<file path="src/param_cmd_defs.vh">
`ifndef PARAM_CMD_DEFS_VH
`define PARAM_CMD_DEFS_VH
// ********************************************
// framing
// ********************************************
`define FRAME_DELIM      8'h7E
`define CSUM_GOOD        8'hFF
`define TYPE_LOCAL       8'h08
`define TYPE_QUEUED      8'h09
`define TYPE_LOCAL_RSP   8'h88
`define TYPE_REMOTE_REQ  8'h17
`define TYPE_REMOTE_RSP  8'h97
// ********************************************
// frame data offsets (0 = frame type byte)
// ********************************************
`define OFS_ID           16'h0001
`define OFS_L_CMD_HI     16'h0002
`define OFS_L_CMD_LO     16'h0003
`define OFS_L_PARAM      16'h0004
`define OFS_R_DEST_LAST  16'h0009
`define OFS_R_D16_HI     16'h000A
`define OFS_R_D16_LO     16'h000B
`define OFS_R_OPTS       16'h000C
`define OFS_R_CMD_HI     16'h000D
`define OFS_R_CMD_LO     16'h000E
`define OFS_R_PARAM      16'h000F
`define LOCAL_RSP_HDR    8'h05
`define REMOTE_RSP_HDR   8'h0F
// ********************************************
// status codes and options
// ********************************************
`define ST_OK            8'h00
`define ST_ERROR         8'h01
`define ST_BAD_CMD       8'h02
`define ST_BAD_PARAM     8'h03
`define ADDR16_USE64     16'hFFFE
`define OPT_APPLY        8'h02
`define MAX_PARAM_BYTES  3'h4
// ********************************************
// command names (two ascii characters)
// ********************************************
`define CMD_DEST_LOW     16'h444C
`define CMD_API_SEL      16'h4150
`define CMD_OWN_ADDR     16'h4D59
`define CMD_CHANNEL      16'h4348
`define CMD_APPLY        16'h4143
`define CMD_NET_DISC     16'h4E44
`define CMD_ACT_SCAN     16'h4153
// ********************************************
// parameter reset values and limits
// ********************************************
`define RST_DEST_LOW     32'h00000000
`define RST_API_SEL      32'h00000001
`define RST_OWN_ADDR     32'h00000000
`define RST_CHANNEL      32'h0000000C
`define API_SEL_MAX      32'h00000002
`define FIFO_DEPTH       8
`define FIFO_WIDTH       8
`endif

</file>
<file path="src/byte_fifo.v">
`timescale 1ns/100ps
// ********************************************
// small synchronous fifo, first word fall through
// ********************************************
module byte_fifo #(
  parameter WIDTH = 8,
  parameter DEPTH = 8,
  parameter AW    = 3
) (
  input  wire             sys_clk_i,
  input  wire             rst_i,
  input  wire [WIDTH-1:0] in_data_i,
  input  wire             in_valid_i,
  output wire             in_ready_o,
  output wire [WIDTH-1:0] out_data_o,
  output wire             out_valid_o,
  input  wire             out_ready_i
);
  reg [WIDTH-1:0] mem [0:DEPTH-1];
  reg [AW:0]      wr_ptr;
  reg [AW:0]      rd_ptr;
  wire            full;
  wire            empty;
  wire            push;
  wire            pop;

  // extra pointer bit tells full from empty
  assign full        = (wr_ptr[AW-1:0] == rd_ptr[AW-1:0]) && (wr_ptr[AW] != rd_ptr[AW]);
  assign empty       = (wr_ptr == rd_ptr);
  assign in_ready_o  = ~full;
  assign out_valid_o = ~empty;
  assign out_data_o  = mem[rd_ptr[AW-1:0]];
  assign push        = in_valid_i & ~full;
  assign pop         = out_ready_i & ~empty;

  // storage, no reset needed since empty masks it
  always @(posedge sys_clk_i) begin
    if (push) begin
      mem[wr_ptr[AW-1:0]] <= in_data_i;
    end
  end

  // pointers
  always @(posedge sys_clk_i) begin
    if (rst_i) begin
      wr_ptr <= {(AW+1){1'b0}};
      rd_ptr <= {(AW+1){1'b0}};
    end else begin
      if (push) begin
        wr_ptr <= wr_ptr + 1'b1;
      end
      if (pop) begin
        rd_ptr <= rd_ptr + 1'b1;
      end
    end
  end
endmodule // byte_fifo

</file>
<file path="src/param_command_frame_handler.v">
`timescale 1ns/100ps
`include "param_cmd_defs.vh"
module param_command_frame_handler (
  input  wire        sys_clk_i,
  input  wire        rst_i,
  input  wire [7:0]  rx_data_i,
  input  wire        rx_valid_i,
  output wire        rx_ready_o,
  output wire [7:0]  tx_data_o,
  output wire        tx_valid_o,
  input  wire        tx_ready_i,
  output reg         rmt_req_valid_o,
  output reg  [7:0]  rmt_req_id_o,
  output reg  [63:0] rmt_req_dest64_o,
  output reg  [15:0] rmt_req_dest16_o,
  output reg         rmt_req_use64_o,
  output reg         rmt_req_apply_o,
  output reg  [15:0] rmt_req_cmd_o,
  output reg  [31:0] rmt_req_data_o,
  output reg  [2:0]  rmt_req_len_o,
  input  wire        rmt_ans_valid_i,
  output wire        rmt_ans_ready_o,
  input  wire [7:0]  rmt_ans_id_i,
  input  wire [63:0] rmt_ans_src64_i,
  input  wire [15:0] rmt_ans_src16_i,
  input  wire [15:0] rmt_ans_cmd_i,
  input  wire [7:0]  rmt_ans_status_i,
  input  wire [31:0] rmt_ans_data_i,
  input  wire [2:0]  rmt_ans_len_i,
  output wire [31:0] dest_addr_low_param_o,
  output wire [1:0]  api_framing_select_o
);
  // ********************************************
  // states
  // ********************************************
  localparam [10:0] S_HUNT  = 11'h001;
  localparam [10:0] S_LENH  = 11'h002;
  localparam [10:0] S_LENL  = 11'h004;
  localparam [10:0] S_DATA  = 11'h008;
  localparam [10:0] S_CSUM  = 11'h010;
  localparam [10:0] S_EXEC  = 11'h020;
  localparam [10:0] S_RDWT  = 11'h040;
  localparam [10:0] S_APRD  = 11'h080;
  localparam [10:0] S_APWR  = 11'h100;
  localparam [10:0] S_RESP  = 11'h200;
  localparam [10:0] S_SEND  = 11'h400;

  reg  [10:0]  state;
  reg  [15:0]  rx_len;
  reg  [15:0]  idx;
  reg  [7:0]   rx_sum;
  reg  [7:0]   ftype;
  reg  [7:0]   fid;
  reg  [15:0]  cmd;
  reg  [31:0]  par;
  reg  [2:0]   plen;
  reg          over;
  reg  [63:0]  dest64;
  reg  [15:0]  dest16;
  reg  [7:0]   opts;
  reg  [3:0]   dirty;
  reg  [3:0]   set_f;
  reg  [1:0]   ap_i;
  reg          do_apply;
  reg  [1:0]   slot;
  reg  [7:0]   status;
  reg  [31:0]  rdat;
  reg  [2:0]   rlen;
  reg          remote;
  reg  [63:0]  src64;
  reg  [15:0]  src16;
  reg  [151:0] rsp_buf;
  reg  [7:0]   tx_len;
  reg  [7:0]   tx_j;
  reg  [7:0]   tx_sum;
  reg  [7:0]   tx_byte;
  reg  [31:0]  dflt;
  reg          mem_we;
  reg  [2:0]   mem_wa;
  reg  [31:0]  mem_wd;
  reg  [2:0]   mem_ra;
  reg  [31:0]  api_val;
  reg  [31:0]  dest_val;
  wire [31:0]  mem_rd;
  wire         fifo_ready;
  wire         rx_take;
  wire         ans_take;
  wire [7:0]   sum_next;
  wire         is_slot;
  wire [2:0]   width;
  wire         last_ap;

  // ********************************************
  // command decode
  // ********************************************
  // the slot index and byte width of each stored parameter
  assign is_slot = (cmd == `CMD_DEST_LOW) || (cmd == `CMD_API_SEL) ||
                   (cmd == `CMD_OWN_ADDR) || (cmd == `CMD_CHANNEL);
  assign width   = (cmd == `CMD_DEST_LOW) ? 3'h4 :
                   (cmd == `CMD_OWN_ADDR) ? 3'h2 : 3'h1;
  always @* begin
    case (cmd)
      `CMD_DEST_LOW: slot = 2'h0;
      `CMD_API_SEL:  slot = 2'h1;
      `CMD_OWN_ADDR: slot = 2'h2;
      default:       slot = 2'h3;
    endcase
    case (slot)
      2'h0:    dflt = `RST_DEST_LOW;
      2'h1:    dflt = `RST_API_SEL;
      2'h2:    dflt = `RST_OWN_ADDR;
      default: dflt = `RST_CHANNEL;
    endcase
  end

  // a pending remote answer wins over a new frame in hunt
  assign rx_take  = rx_valid_i & rx_ready_o;
  assign ans_take = rmt_ans_valid_i & rmt_ans_ready_o;
  assign rmt_ans_ready_o = state[0];
  assign rx_ready_o = (state[0] & ~rmt_ans_valid_i) | state[1] | state[2] |
                      state[3] | state[4];
  assign sum_next = rx_sum + rx_data_i;
  assign last_ap  = (ap_i == 2'h3);

  // ********************************************
  // parameter store access
  // ********************************************
  // immediate writes to the active half, queued to the upper
  always @* begin
    mem_we = 1'b0;
    mem_wa = 3'h0;
    mem_wd = par;
    mem_ra = {1'b1, ap_i};
    if (state[5] && is_slot && plen != 3'h0 && !over && plen <= width &&
        !(slot == 2'h1 && par > `API_SEL_MAX)) begin
      mem_we = 1'b1;
      mem_wa = {(ftype == `TYPE_QUEUED), slot};
    end else if (state[8]) begin
      mem_we = 1'b1;
      mem_wa = {1'b0, ap_i};
      mem_wd = mem_rd;
    end
    if (state[5]) begin
      mem_ra = {1'b0, slot};
    end
  end

  param_mem u_mem (
    .sys_clk_i (sys_clk_i),
    .wr_en_i   (mem_we),
    .wr_addr_i (mem_wa),
    .wr_data_i (mem_wd),
    .rd_addr_i (mem_ra),
    .rd_data_o (mem_rd)
  );

  // active copies of two system parameters
  always @(posedge sys_clk_i) begin
    if (rst_i) begin
      api_val  <= `RST_API_SEL;
      dest_val <= `RST_DEST_LOW;
    end else if (mem_we && mem_wa == 3'h1) begin
      api_val  <= mem_wd;
    end else if (mem_we && mem_wa == 3'h0) begin
      dest_val <= mem_wd;
    end
  end
  assign api_framing_select_o  = api_val[1:0];
  assign dest_addr_low_param_o = dest_val;

  // ********************************************
  // outgoing frame bytes
  // ********************************************
  always @* begin
    if (tx_j == 8'h00) begin
      tx_byte = `FRAME_DELIM;
    end else if (tx_j == 8'h01) begin
      tx_byte = 8'h00;
    end else if (tx_j == 8'h02) begin
      tx_byte = tx_len;
    end else if (tx_j == tx_len + 8'h03) begin
      tx_byte = `CSUM_GOOD - tx_sum;
    end else begin
      tx_byte = rsp_buf[151:144];
    end
  end

  byte_fifo #(
    .WIDTH (`FIFO_WIDTH),
    .DEPTH (`FIFO_DEPTH),
    .AW    (3)
  ) u_fifo (
    .sys_clk_i   (sys_clk_i),
    .rst_i       (rst_i),
    .in_data_i   (tx_byte),
    .in_valid_i  (state[10]),
    .in_ready_o  (fifo_ready),
    .out_data_o  (tx_data_o),
    .out_valid_o (tx_valid_o),
    .out_ready_i (tx_ready_i)
  );

  // ********************************************
  // main sequencer
  // ********************************************
  always @(posedge sys_clk_i) begin
    if (rst_i) begin
      state    <= S_HUNT;
      rx_len   <= 16'h0000;
      idx      <= 16'h0000;
      rx_sum   <= 8'h00;
      ftype    <= 8'h00;
      fid      <= 8'h00;
      cmd      <= 16'h0000;
      par      <= 32'h0;
      plen     <= 3'h0;
      over     <= 1'b0;
      dest64   <= 64'h0;
      dest16   <= 16'h0000;
      opts     <= 8'h00;
      dirty    <= 4'h0;
      set_f    <= 4'h0;
      ap_i     <= 2'h0;
      do_apply <= 1'b0;
      status   <= 8'h00;
      rdat     <= 32'h0;
      rlen     <= 3'h0;
      remote   <= 1'b0;
      src64    <= 64'h0;
      src16    <= 16'h0000;
      rsp_buf  <= 152'h0;
      tx_len   <= 8'h00;
      tx_j     <= 8'h00;
      tx_sum   <= 8'h00;
      rmt_req_valid_o  <= 1'b0;
      rmt_req_id_o     <= 8'h00;
      rmt_req_dest64_o <= 64'h0;
      rmt_req_dest16_o <= 16'h0000;
      rmt_req_use64_o  <= 1'b0;
      rmt_req_apply_o  <= 1'b0;
      rmt_req_cmd_o    <= 16'h0000;
      rmt_req_data_o   <= 32'h0;
      rmt_req_len_o    <= 3'h0;
    end else begin
      rmt_req_valid_o <= 1'b0;
      case (state)
        S_HUNT: begin
          // bytes before a delimiter are dropped
          if (ans_take) begin
            remote <= 1'b1;
            fid    <= rmt_ans_id_i;
            src64  <= rmt_ans_src64_i;
            src16  <= rmt_ans_src16_i;
            cmd    <= rmt_ans_cmd_i;
            status <= rmt_ans_status_i;
            rdat   <= rmt_ans_data_i;
            rlen   <= rmt_ans_len_i;
            state  <= S_RESP;
          end else if (rx_take && rx_data_i == `FRAME_DELIM) begin
            state <= S_LENH;
          end
        end
        S_LENH: begin
          if (rx_take) begin
            rx_len[15:8] <= rx_data_i;
            state        <= S_LENL;
          end
        end
        S_LENL: begin
          if (rx_take) begin
            rx_len[7:0] <= rx_data_i;
            idx    <= 16'h0000;
            rx_sum <= 8'h00;
            plen   <= 3'h0;
            over   <= 1'b0;
            par    <= 32'h00000000;
            // empty frame has no type: hunt again
            state  <= ({rx_len[15:8], rx_data_i} == 16'h0000) ? S_HUNT : S_DATA;
          end
        end
        S_DATA: begin
          if (rx_take) begin
            rx_sum <= sum_next;
            idx    <= idx + 16'h0001;
            if (idx == 16'h0000) begin
              ftype <= rx_data_i;
            end else if (idx == `OFS_ID) begin
              fid <= rx_data_i;
            end else if (ftype == `TYPE_REMOTE_REQ) begin
              if (idx <= `OFS_R_DEST_LAST) begin
                dest64 <= {dest64[55:0], rx_data_i};
              end else if (idx == `OFS_R_D16_HI) begin
                dest16[15:8] <= rx_data_i;
              end else if (idx == `OFS_R_D16_LO) begin
                dest16[7:0] <= rx_data_i;
              end else if (idx == `OFS_R_OPTS) begin
                opts <= rx_data_i;
              end else if (idx == `OFS_R_CMD_HI) begin
                cmd[15:8] <= rx_data_i;
              end else if (idx == `OFS_R_CMD_LO) begin
                cmd[7:0] <= rx_data_i;
              end else begin
                par  <= {par[23:0], rx_data_i};
                plen <= (plen == `MAX_PARAM_BYTES) ? plen : plen + 3'h1;
                over <= over | (plen == `MAX_PARAM_BYTES);
              end
            end else if (idx == `OFS_L_CMD_HI) begin
              cmd[15:8] <= rx_data_i;
            end else if (idx == `OFS_L_CMD_LO) begin
              cmd[7:0] <= rx_data_i;
            end else begin
              // over four bytes is flagged; par keeps only the last four
              par  <= {par[23:0], rx_data_i};
              plen <= (plen == `MAX_PARAM_BYTES) ? plen : plen + 3'h1;
              over <= over | (plen == `MAX_PARAM_BYTES);
            end
            if (idx + 16'h0001 == rx_len) begin
              state <= S_CSUM;
            end
          end
        end
        S_CSUM: begin
          if (rx_take) begin
            state  <= S_HUNT;
            remote <= 1'b0;
            rlen   <= 3'h0;
            status <= `ST_OK;
            if (sum_next != `CSUM_GOOD) begin
              state <= S_HUNT;
            end else if (ftype == `TYPE_LOCAL || ftype == `TYPE_QUEUED) begin
              state <= S_EXEC;
            end else if (ftype == `TYPE_REMOTE_REQ) begin
              // unknown option bits: not forwarded
              if ((opts & ~`OPT_APPLY) == 8'h00) begin
                rmt_req_valid_o  <= 1'b1;
                rmt_req_id_o     <= fid;
                rmt_req_dest64_o <= dest64;
                rmt_req_dest16_o <= dest16;
                rmt_req_use64_o  <= (dest16 == `ADDR16_USE64);
                rmt_req_apply_o  <= (opts & `OPT_APPLY) != 8'h00;
                rmt_req_cmd_o    <= cmd;
                rmt_req_data_o   <= par;
                rmt_req_len_o    <= plen;
              end
            end else begin
              state <= S_HUNT;
            end
          end
        end
        S_EXEC: begin
          ap_i     <= 2'h0;
          do_apply <= (ftype == `TYPE_LOCAL);
          state    <= (ftype == `TYPE_LOCAL) ? S_APRD : S_RESP;
          if (is_slot) begin
            if (plen == 3'h0) begin
              state <= S_RDWT;
            end else if (over || plen > width ||
                         (slot == 2'h1 && par > `API_SEL_MAX)) begin
              status <= `ST_BAD_PARAM;
            end else if (ftype == `TYPE_QUEUED) begin
              dirty[slot] <= 1'b1;
            end else begin
              // fresh value beats an older queued one
              dirty[slot] <= 1'b0;
              set_f[slot] <= 1'b1;
            end
          end else if (cmd == `CMD_APPLY) begin
            if (plen != 3'h0) begin
              status <= `ST_ERROR;
            end else begin
              state <= S_APRD;
            end
          end else if (cmd == `CMD_NET_DISC || cmd == `CMD_ACT_SCAN) begin
            // no neighbours: only the closing empty ok
            status <= (plen != 3'h0) ? `ST_ERROR : `ST_OK;
          end else begin
            status <= `ST_BAD_CMD;
          end
        end
        S_RDWT: begin
          // unwritten slots answer their reset value
          rdat  <= set_f[slot] ? mem_rd : dflt;
          rlen  <= width;
          state <= do_apply ? S_APRD : S_RESP;
        end
        S_APRD: begin
          if (dirty[ap_i]) begin
            state <= S_APWR;
          end else if (last_ap) begin
            state <= S_RESP;
          end else begin
            ap_i <= ap_i + 2'h1;
          end
        end
        S_APWR: begin
          dirty[ap_i] <= 1'b0;
          set_f[ap_i] <= 1'b1;
          ap_i        <= ap_i + 2'h1;
          state       <= last_ap ? S_RESP : S_APRD;
        end
        S_RESP: begin
          // payload left-justified, first byte leaves first
          tx_j   <= 8'h00;
          tx_sum <= 8'h00;
          if (remote) begin
            tx_len  <= `REMOTE_RSP_HDR + {5'h00, rlen};
            rsp_buf <= {`TYPE_REMOTE_RSP, fid, src64, src16, cmd, status,
                        rdat << {(3'h4 - rlen), 3'h0}};
          end else begin
            tx_len  <= `LOCAL_RSP_HDR + {5'h00, rlen};
            rsp_buf <= {`TYPE_LOCAL_RSP, fid, cmd, status,
                        rdat << {(3'h4 - rlen), 3'h0}, 80'h0};
          end
          state <= (fid == 8'h00) ? S_HUNT : S_SEND;
        end
        S_SEND: begin
          // stalls while the output fifo is full
          if (fifo_ready) begin
            tx_j <= tx_j + 8'h01;
            if (tx_j >= 8'h03 && tx_j != tx_len + 8'h03) begin
              tx_sum  <= tx_sum + tx_byte;
              rsp_buf <= {rsp_buf[143:0], 8'h00};
            end
            if (tx_j == tx_len + 8'h03) begin
              state <= S_HUNT;
            end
          end
        end
        default: begin
          state <= S_HUNT;
        end
      endcase
    end
  end
endmodule // param_command_frame_handler

</file>
<file path="src/param_mem.v">
`timescale 1ns/100ps
// ********************************************
// parameter store: low half active, high half queued
// ********************************************
module param_mem (
  input  wire        sys_clk_i,
  input  wire        wr_en_i,
  input  wire [2:0]  wr_addr_i,
  input  wire [31:0] wr_data_i,
  input  wire [2:0]  rd_addr_i,
  output reg  [31:0] rd_data_o
);
  reg [31:0] mem [0:7];

  // registered read, one cycle latency
  always @(posedge sys_clk_i) begin
    if (wr_en_i) begin
      mem[wr_addr_i] <= wr_data_i;
    end
    rd_data_o <= mem[rd_addr_i];
  end
endmodule // param_mem

</file>
<file path="config.mk">
export PLATFORM = sky130hd
export DESIGN_NAME = param_command_frame_handler
export DESIGN_NICKNAME = d
export VERILOG_FILES = /design/src/byte_fifo.v /design/src/param_command_frame_handler.v /design/src/param_mem.v
export VERILOG_INCLUDE_DIRS = /design/src
export SDC_FILE = /design/constraint.sdc
export NUM_CORES = 2
export LEC_CHECK = 0
export BUFFER_PORTS_ARGS = -buffer_cell sky130_fd_sc_hd__buf_2
export CORE_UTILIZATION = 35
export DETAILED_ROUTE_END_ITERATION = 8
export SYNTH_ARGS = -nofsm -noshare
export SYNTH_HDL_FRONTEND = slang
export SYNTH_SLANG_ARGS = --single-unit
</file>
<file path="constraint.sdc">
create_clock -name sys_clk_i -period 5.2 [get_ports sys_clk_i]
set_input_delay 0.26 -clock sys_clk_i [delete_from_list [all_inputs] [get_ports sys_clk_i]]
set_output_delay 0.26 -clock sys_clk_i [all_outputs]
set_load 0.02 [all_outputs]
</file>
[Yosys cells after proc, flatten, opt, wreduce, memory -nomap -nowiden]
Memory sizes are Yosys's and may differ from the RTL's. A register that Yosys moved wholly into a read port is not among the register bits.
Index checks and enable logic that the tools add are counted.
Operators by class
  $add $sub $neg: 13
  $lt $le $gt $ge: 9
  equal/unequal tests: 80
  shift-type cells: 1
  multiplexer cells: 162
  bitwise operators: 31
  reduce and logical (&&, ||, !) cells: 67
Operators with widths (number)
  two-way mux 32 bit: 17
  two-way mux 152 bit: 2
  case mux 152 bit (2 select lines): 1
  two-way mux 8 bit: 25
  two-way mux 16 bit: 11
  two-way mux 149 bit: 1
  two-way mux 11 bit: 13
  case mux 32 bit (2 select lines): 2
  case mux 11 bit (11 select lines): 1
  == test 16 x 15 -> 1 bit, second input constant: 7
  == test 16 x 4 -> 1 bit, second input constant: 5
  case mux 16 bit (2 select lines): 2
  case mux 8 bit (2 select lines): 4
  two-way mux 10 bit: 6
  two-way mux 3 bit: 20
  inequality test 3 bit, second input constant: 16
  two-way mux 4 bit: 9
  inequality test 2 bit, second input constant: 18
  == test 16 x 2 -> 1 bit, second input constant: 2
  greater-than comparator 32 x 2 -> 1 bit, second input constant: 1
  logical NOT 16 bit: 2
  << shifter 32 x 6 -> 32 bit: 1
  two-way mux 1 bit: 26
  AND reduction 13 bit: 2
  other kinds (83): 169
Word-level totals
  flip-flop bits (word level): 702
  bits in writable memories: 320
  input bits: 160
  output and inout bits: 187
  word-level logic and storage cells: 408
  memories: 2
Memory list
  u_mem.mem: depth 8, bits a word 32, rd ports 1, clocked after Yosys merged registers in 1, write ports 1, line param_mem.v:13  | reg [31:0] mem [0:7];
  u_fifo.mem: depth 8, bits a word 8, rd ports 1, clocked after Yosys merged registers in 1, write ports 1, line byte_fifo.v:19  | reg [WIDTH-1:0] mem [0:DEPTH-1];

[Logic depth before layout (Yosys ltp)]
  depth after elaboration: 14
  mapped depth: 21

[Modules after synthesis]
From an unflattened synthesis, not the netlist that was laid out.
Second synthesis, totals
  cell total of the unflattened synthesis: 4468
  area total of the unflattened synthesis: 44313.8 um^2
By module, submodules not included
  param_command_frame_handler: times used 1, cells an instance 3875, area an instance 30671.9 um^2, seq. area each 13833.3 um^2
  param_mem: times used 1, cells an instance 415, area an instance 10466.3 um^2, seq. area each 8328.0 um^2
  byte_fifo: times used 1, cells an instance 178, area an instance 3175.5 um^2, seq. area each 2142.1 um^2

[Worst setup path before layout]
No wires, ideal clock.
  path type: flip-flop to flip-flop
  from: register cmd[9]
  to: memory u_mem.mem[3][0] (enable)
  library setup time: 0.470 ns
  arrival: 5.236 ns
  data required time: 4.730 ns
  setup slack: -0.505 ns
  cell stages (with the launch flop): 14
  buffers on the path: 3
  path through: dfxtp_1 > buf_2 > nor3b_1 > nand3_1 > or2_2 > clkbuf_1 > ha_1 > nor2b_1 > o21a_1 > o21ai_0 > o2111ai_2 > or3_1 > buf_2 > o31ai_1
On the way
  longest elaborated chain between the ends: 12
  elaborated cells on any way between the ends: 23
RTL lines
  start, declared: line param_command_frame_handler.v:54  | reg [15:0] cmd;
  start signal, assigned: line param_command_frame_handler.v:254  | cmd <= rmt_ans_cmd_i;
  start signal, assigned: line param_command_frame_handler.v:299  | cmd[15:8] <= rx_data_i;
  start signal, assigned: line param_command_frame_handler.v:308  | cmd[15:8] <= rx_data_i;
  branches (longest 12 deep; another with <= comparator 3 bit)
  end, declared: line param_mem.v:13
Several ways; the timed one is not identified.

[Final worst setup path]
  from: register tx_len[0]
  to: register tx_sum[6]
On the way
  longest elaborated chain between the ends: 10
  elaborated cells on any way between the ends: 14
RTL lines
  start, declared: line param_command_frame_handler.v:73  | reg [7:0] tx_len;
  start signal, assigned: line param_command_frame_handler.v:406  | tx_len <= `REMOTE_RSP_HDR + {5'h00, rlen};
  start signal, assigned: line param_command_frame_handler.v:410  | tx_len <= `LOCAL_RSP_HDR + {5'h00, rlen};
  adder 8 x 2 -> 8 bit: line param_command_frame_handler.v:181  | end else if (tx_j == tx_len + 8'h03) begin
  == test 8 bit: line param_command_frame_handler.v:181
  two-way mux 8 bit: line param_command_frame_handler.v:181
  two-way mux 8 bit (*): line param_command_frame_handler.v:179  | end else if (tx_j == 8'h02) begin
  two-way mux 8 bit (*): line param_command_frame_handler.v:177  | end else if (tx_j == 8'h01) begin
  two-way mux 8 bit (*): line param_command_frame_handler.v:175  | if (tx_j == 8'h00) begin
  via tx_byte[0]: line param_command_frame_handler.v:76  | reg [7:0] tx_byte;
  adder 8 bit (*): line param_command_frame_handler.v:421  | tx_sum <= tx_sum + tx_byte;
  two-way mux 8 bit (*): line param_command_frame_handler.v:420  | if (tx_j >= 8'h03 && tx_j != tx_len + 8'h03) begin
  two-way mux 8 bit (*): line param_command_frame_handler.v:418  | if (fifo_ready) begin
  case mux 8 bit (2 select lines) (*): line param_command_frame_handler.v:246  | case (state)
  end signal, assigned: line param_command_frame_handler.v:421
  end, declared: line param_command_frame_handler.v:75  | reg [7:0] tx_sum;
The timed path passes the listed nets; every way through them passes the cells marked *. The select of a mux whose other input is x is not followed.
A chain may end at the register's enable or synchronous reset.

==> results.yml <==
status:
  result_of_the_run: "finished, violations left"
  violated_checks: "DRC"
worst_setup_path:
  critical_path.max_fanout: 14
  critPathLaunchType: "flip-flop"
  ff2ff_path_depth: 22
  cp.required_ps: 5730
  crit_path_max_incr_delay_ps: 860
  worstSetupPathType: "reg2reg"
  worstSetupEndpointType: "flip-flop"
  signal_arrival_time_at_the_worst_endpoint_ps: 5340
  cp_cell_sequence: "inv_1 > ha_1 > or3_1 > a221oi_2 > o2111ai_2 > buf_4 > nor2_1 > a21oi_1 > nor2_1 > a21oi_1 > o32ai_1 > ha_1 > inv_1 > fa_1 > nor2b_1 > o21ai_0 > nand2b_1 > a21o_1 > a21oi_1 > xnor2_1 > a22oi_1 > nor2_1"
  slowest_stage: "sky130_fd_sc_hd__o32ai_1"
synthesis:
  xor_and_xnor_area_share_after_synthesis_pct: 1.16
  ys_seq_area_share_pct: 55.5
  synthesis.area_mm2: 0.0438
  post-synth-top-area-cell: "sky130_fd_sc_hd__dfxtp_1"
  combinational_family_with_the_most_area_after_synthesis: "simple AND/OR/NAND/NOR gates"
  synth_enable_flop_cells: 320
  ys_top_cells_by_count: "sky130_fd_sc_hd__dfxtp_1, sky130_fd_sc_hd__nand2_1, sky130_fd_sc_hd__nor2_1, sky130_fd_sc_hd__a21oi_1, sky130_fd_sc_hd__edfxtp_1"
  synthDominantCellAreaShare_pct: 33.6
  synth_seq_cells: 1054
  syn_nets: 4578
  asyncSetResetFlopFracSynth_pct: 0
  synth_compound_gate_area_share_pct: 12.2
  synth_simple_gate_area_share_pct: 16.0
  synth_ff_type: "sky130_fd_sc_hd__dfxtp_1"
  adder_and_majority_gate_portion_of_the_synthesized_area_pct: 1.18
  yosys_warnings: 0
  yosys.cell_types.count: 87
  synth.area.mux_share_pct: 10.6
  postSynthCellCount: 4378
  synthMostInstantiatedCell: "sky130_fd_sc_hd__dfxtp_1"
  ys_top_cells_by_area: "sky130_fd_sc_hd__dfxtp_1, sky130_fd_sc_hd__edfxtp_1, sky130_fd_sc_hd__mux2i_1, sky130_fd_sc_hd__nand2_1, sky130_fd_sc_hd__a21oi_1"
  syn-mean-instance-area_um2: 10.0
floorplan:
  placementRows: 129
  io_pins: 347
  core_area_mm2: 0.124
  die_height_um: 356
  dieWidth_um: 356
  die-area_mm2: 0.127
  initial_core_util_pct: 35.3
cells_and_area:
  stdcell_area_mm2: 0.0524
  fillerInstances: 12000
  layout.core_utilization_pct: 42.3
  n_antenna_cell: 0
  final-instance-count-excl-fill: 6444
  final_layout_size_suffix_gt1_share_pct: 16.4
  area_growth_syn_to_layout_pct: 19.8
  design.final.nets: 4911
timing:
  rsz0062_at_grt: "false"
  final.setup.tns_ps: 0
  hold_violations: 0
  report.final.setup_viol: 0
  post-route-period-util_pct: 92.4
  clock_skew_ps: 64.5
  worst_pin_slew_ps: 1260
  layout_min_cycle_time_ps: 4800
  fmax_mhz: 208
  slew_violations: 0
  slew-limit-headroom_pct: 15.4
detailed_routing:
  wirelength_um: 135000
  detail_route.vias_per_cell: 5.27
  post-route-drc-count: 28
  post_drt_wl_per_cell_um: 20.9
  detailedRoute.firstPassIterationCount: 9
  drt-initial-drc-count: 3220
  vias: 34000
  route.antenna.remaining_nets: 0
place:
  io_buffer_count: 346
  numPlacedInstances: 6096
  post-dp-hpwl_um: 88700
  routabilityCongestion: 0.855
  detailed_place.area_mm2: 0.0471
cts:
  numClockSinks: 1054
  ctsRootBufferMaster: "sky130_fd_sc_hd__clkbuf_16"
  clk_pin_slew_ps: 60
  tritoncts.num_buffers: 111
  holdBufCountCts: 139
  clkLatencyLatePin_ps: 740
  clock_tree.htree_level_count: 3
  clock_path_buffers: 3
  tritoncts: "done"
  count_of_buffers_added_by_post_cts_timing_repair_for_setup: 0
  cts_resized: 0
power_and_ir_drop:
  vdd.ir_drop.worst_uv: 302
  switching_share_pct: 26.2
  total_leakage_power_uw: 0.0191
  post-layout-total-power_uw: 19500
  comb_power_share_pct: 10.6
  clockPowerShare_pct: 43.0
  intPower_uw: 14400
  share_seq_of_total_power_pct: 46.4
  power_per_cell_area_mw_per_mm2: 372
  total_switching_power_uw: 5110
global_route:
  grt_first_pass_wirelength_um: 200000
  grt_usage_pct: 20.6
  maximum_number_of_pins_on_one_net_before_global_route_repair: 194
  via_count_of_the_first_global_routing_pass: 31600
  grt-ovfl-total: 0
  grt_antenna_before_repair: 3
hold_path:
  min_delay_path_depth: 5
  worst_hold_check_path_type: "in2reg"
job:
  maxCapViolCount: 0
==> kinds of logic (layout without fill, tap and decap cells) <==
logic type	count (synthesis)	in the layout
and+or+nand+nor	1597	1597
DFF	1054	1054
buffers and inverters	364	793
xor gates and xnor gates	58	58
AOI/OAI and AO/OA	875	875
adders and majority gates	40	40
muxes	390	390
==> critical path, delay by kind of cell, from the launching register on <==
family | cells | cell delay (ps)
compound gates | 9 | 1890
xor+xnor | 1 | 120
fa+ha+maj | 3 | 970
buf+inv | 3 | 390
flops | 1 | 440
simple gates | 6 | 810
==> sequential cells by signal (all words and copies together), names as in the netlist, 16 cells and up, named ones only <==
name,cells
cmd,16
dest16,16
dest64,64
dest_addr_low_param_o,32
idx,16
par,32
rdat,32
rmt_req_cmd_o,16
rmt_req_data_o,32
rmt_req_dest16_o,16
rmt_req_dest64_o,64
rsp_buf,152
rx_len,16
src16,16
src64,64
u_fifo.mem,64
u_mem.mem,256
u_mem.rd_data_o,32
==> path summary, 6_finish.rpt <==
| check | startpoint | endpoint | slack (ps) |
|---|---|---|---|
| setup / recovery | tx_len[0] | tx_sum[6] | 400 |
| hold / removal | rmt_ans_data_i[20] | rdat[20] | 40 |
| setup reg to reg | tx_len[0] | tx_sum[6] | 400 |
| hold reg to reg | dest64[5] | dest64[13] | 440 |
==> power by group through the flow <==
stage	clock [uW]	combinational (uW)	sequential, uW
global placement	0	1940	9200
detailed placement	0	1960	9210
global route	8860	2260	9070
floorplan	0	1440	9030
finish	8380	2060	9040
CTS	8550	2050	9030
==> stage by stage <==
step | worst slack (ps) | hold slack, ps
2_1_floorplan | -505 | 390
3_3_place_gp | 550 | 438
3_5_place_dp | 443 | 443
4_1_cts | 390 | 0.672
5_1_grt | 8.70 | 20.9
6_report | 397 | 39.0
==> per-layer routing <==
layer	GRT usage (%)	share of wire, %	up-vias	routed length [um]
li1	-	-	16200	-
met5	0	0.0059	-	8
met1	29.5	46	16500	61900
met3	3.69	7.3	168	9890
met2	31.8	45	1128	60400
met4	5.34	2.0	2	2650
==> cells in the final DEF, fill, tap and decap left out, types with 33 or more instances in the layout <==
cell / count
sky130_fd_sc_hd__a211oi_1: 112
sky130_fd_sc_hd__mux2_2: 71
sky130_fd_sc_hd__xnor2_1: 33
sky130_fd_sc_hd__and2_1: 41
sky130_fd_sc_hd__edfxtp_1: 320
sky130_fd_sc_hd__nand2_1: 658
sky130_fd_sc_hd__buf_2: 345
sky130_fd_sc_hd__mux2i_1: 265
sky130_fd_sc_hd__mux4_2: 49
sky130_fd_sc_hd__clkbuf_16: 111
sky130_fd_sc_hd__a21oi_1: 449
sky130_fd_sc_hd__nand3_1: 55
sky130_fd_sc_hd__ha_1: 38
sky130_fd_sc_hd__o211ai_1: 52
sky130_fd_sc_hd__o21ai_0: 55
sky130_fd_sc_hd__buf_4: 50
sky130_fd_sc_hd__nor2_1: 555
sky130_fd_sc_hd__dlygate4sd3_1: 139
sky130_fd_sc_hd__a22oi_1: 81
sky130_fd_sc_hd__dfxtp_1: 733
sky130_fd_sc_hd__a31oi_1: 41
sky130_fd_sc_hd__nor3_1: 55
==> area by class of cell <==
class / count / area (um2) / share of cell area (%)
flip-flops and latches: 1054 / 24300 / 46.3
well taps: 1637 / 2050 / 3.91
clock buffers: 152 / 3130 / 5.97
clock inverters: 57 / 781 / 1.49
inverters: 33 / 124 / 0.236
repair buffers: 551 / 3830 / 7.30
multi-input cells: 2960 / 18200 / 34.8
Note: power is estimated with default switching activity, not from simulation.
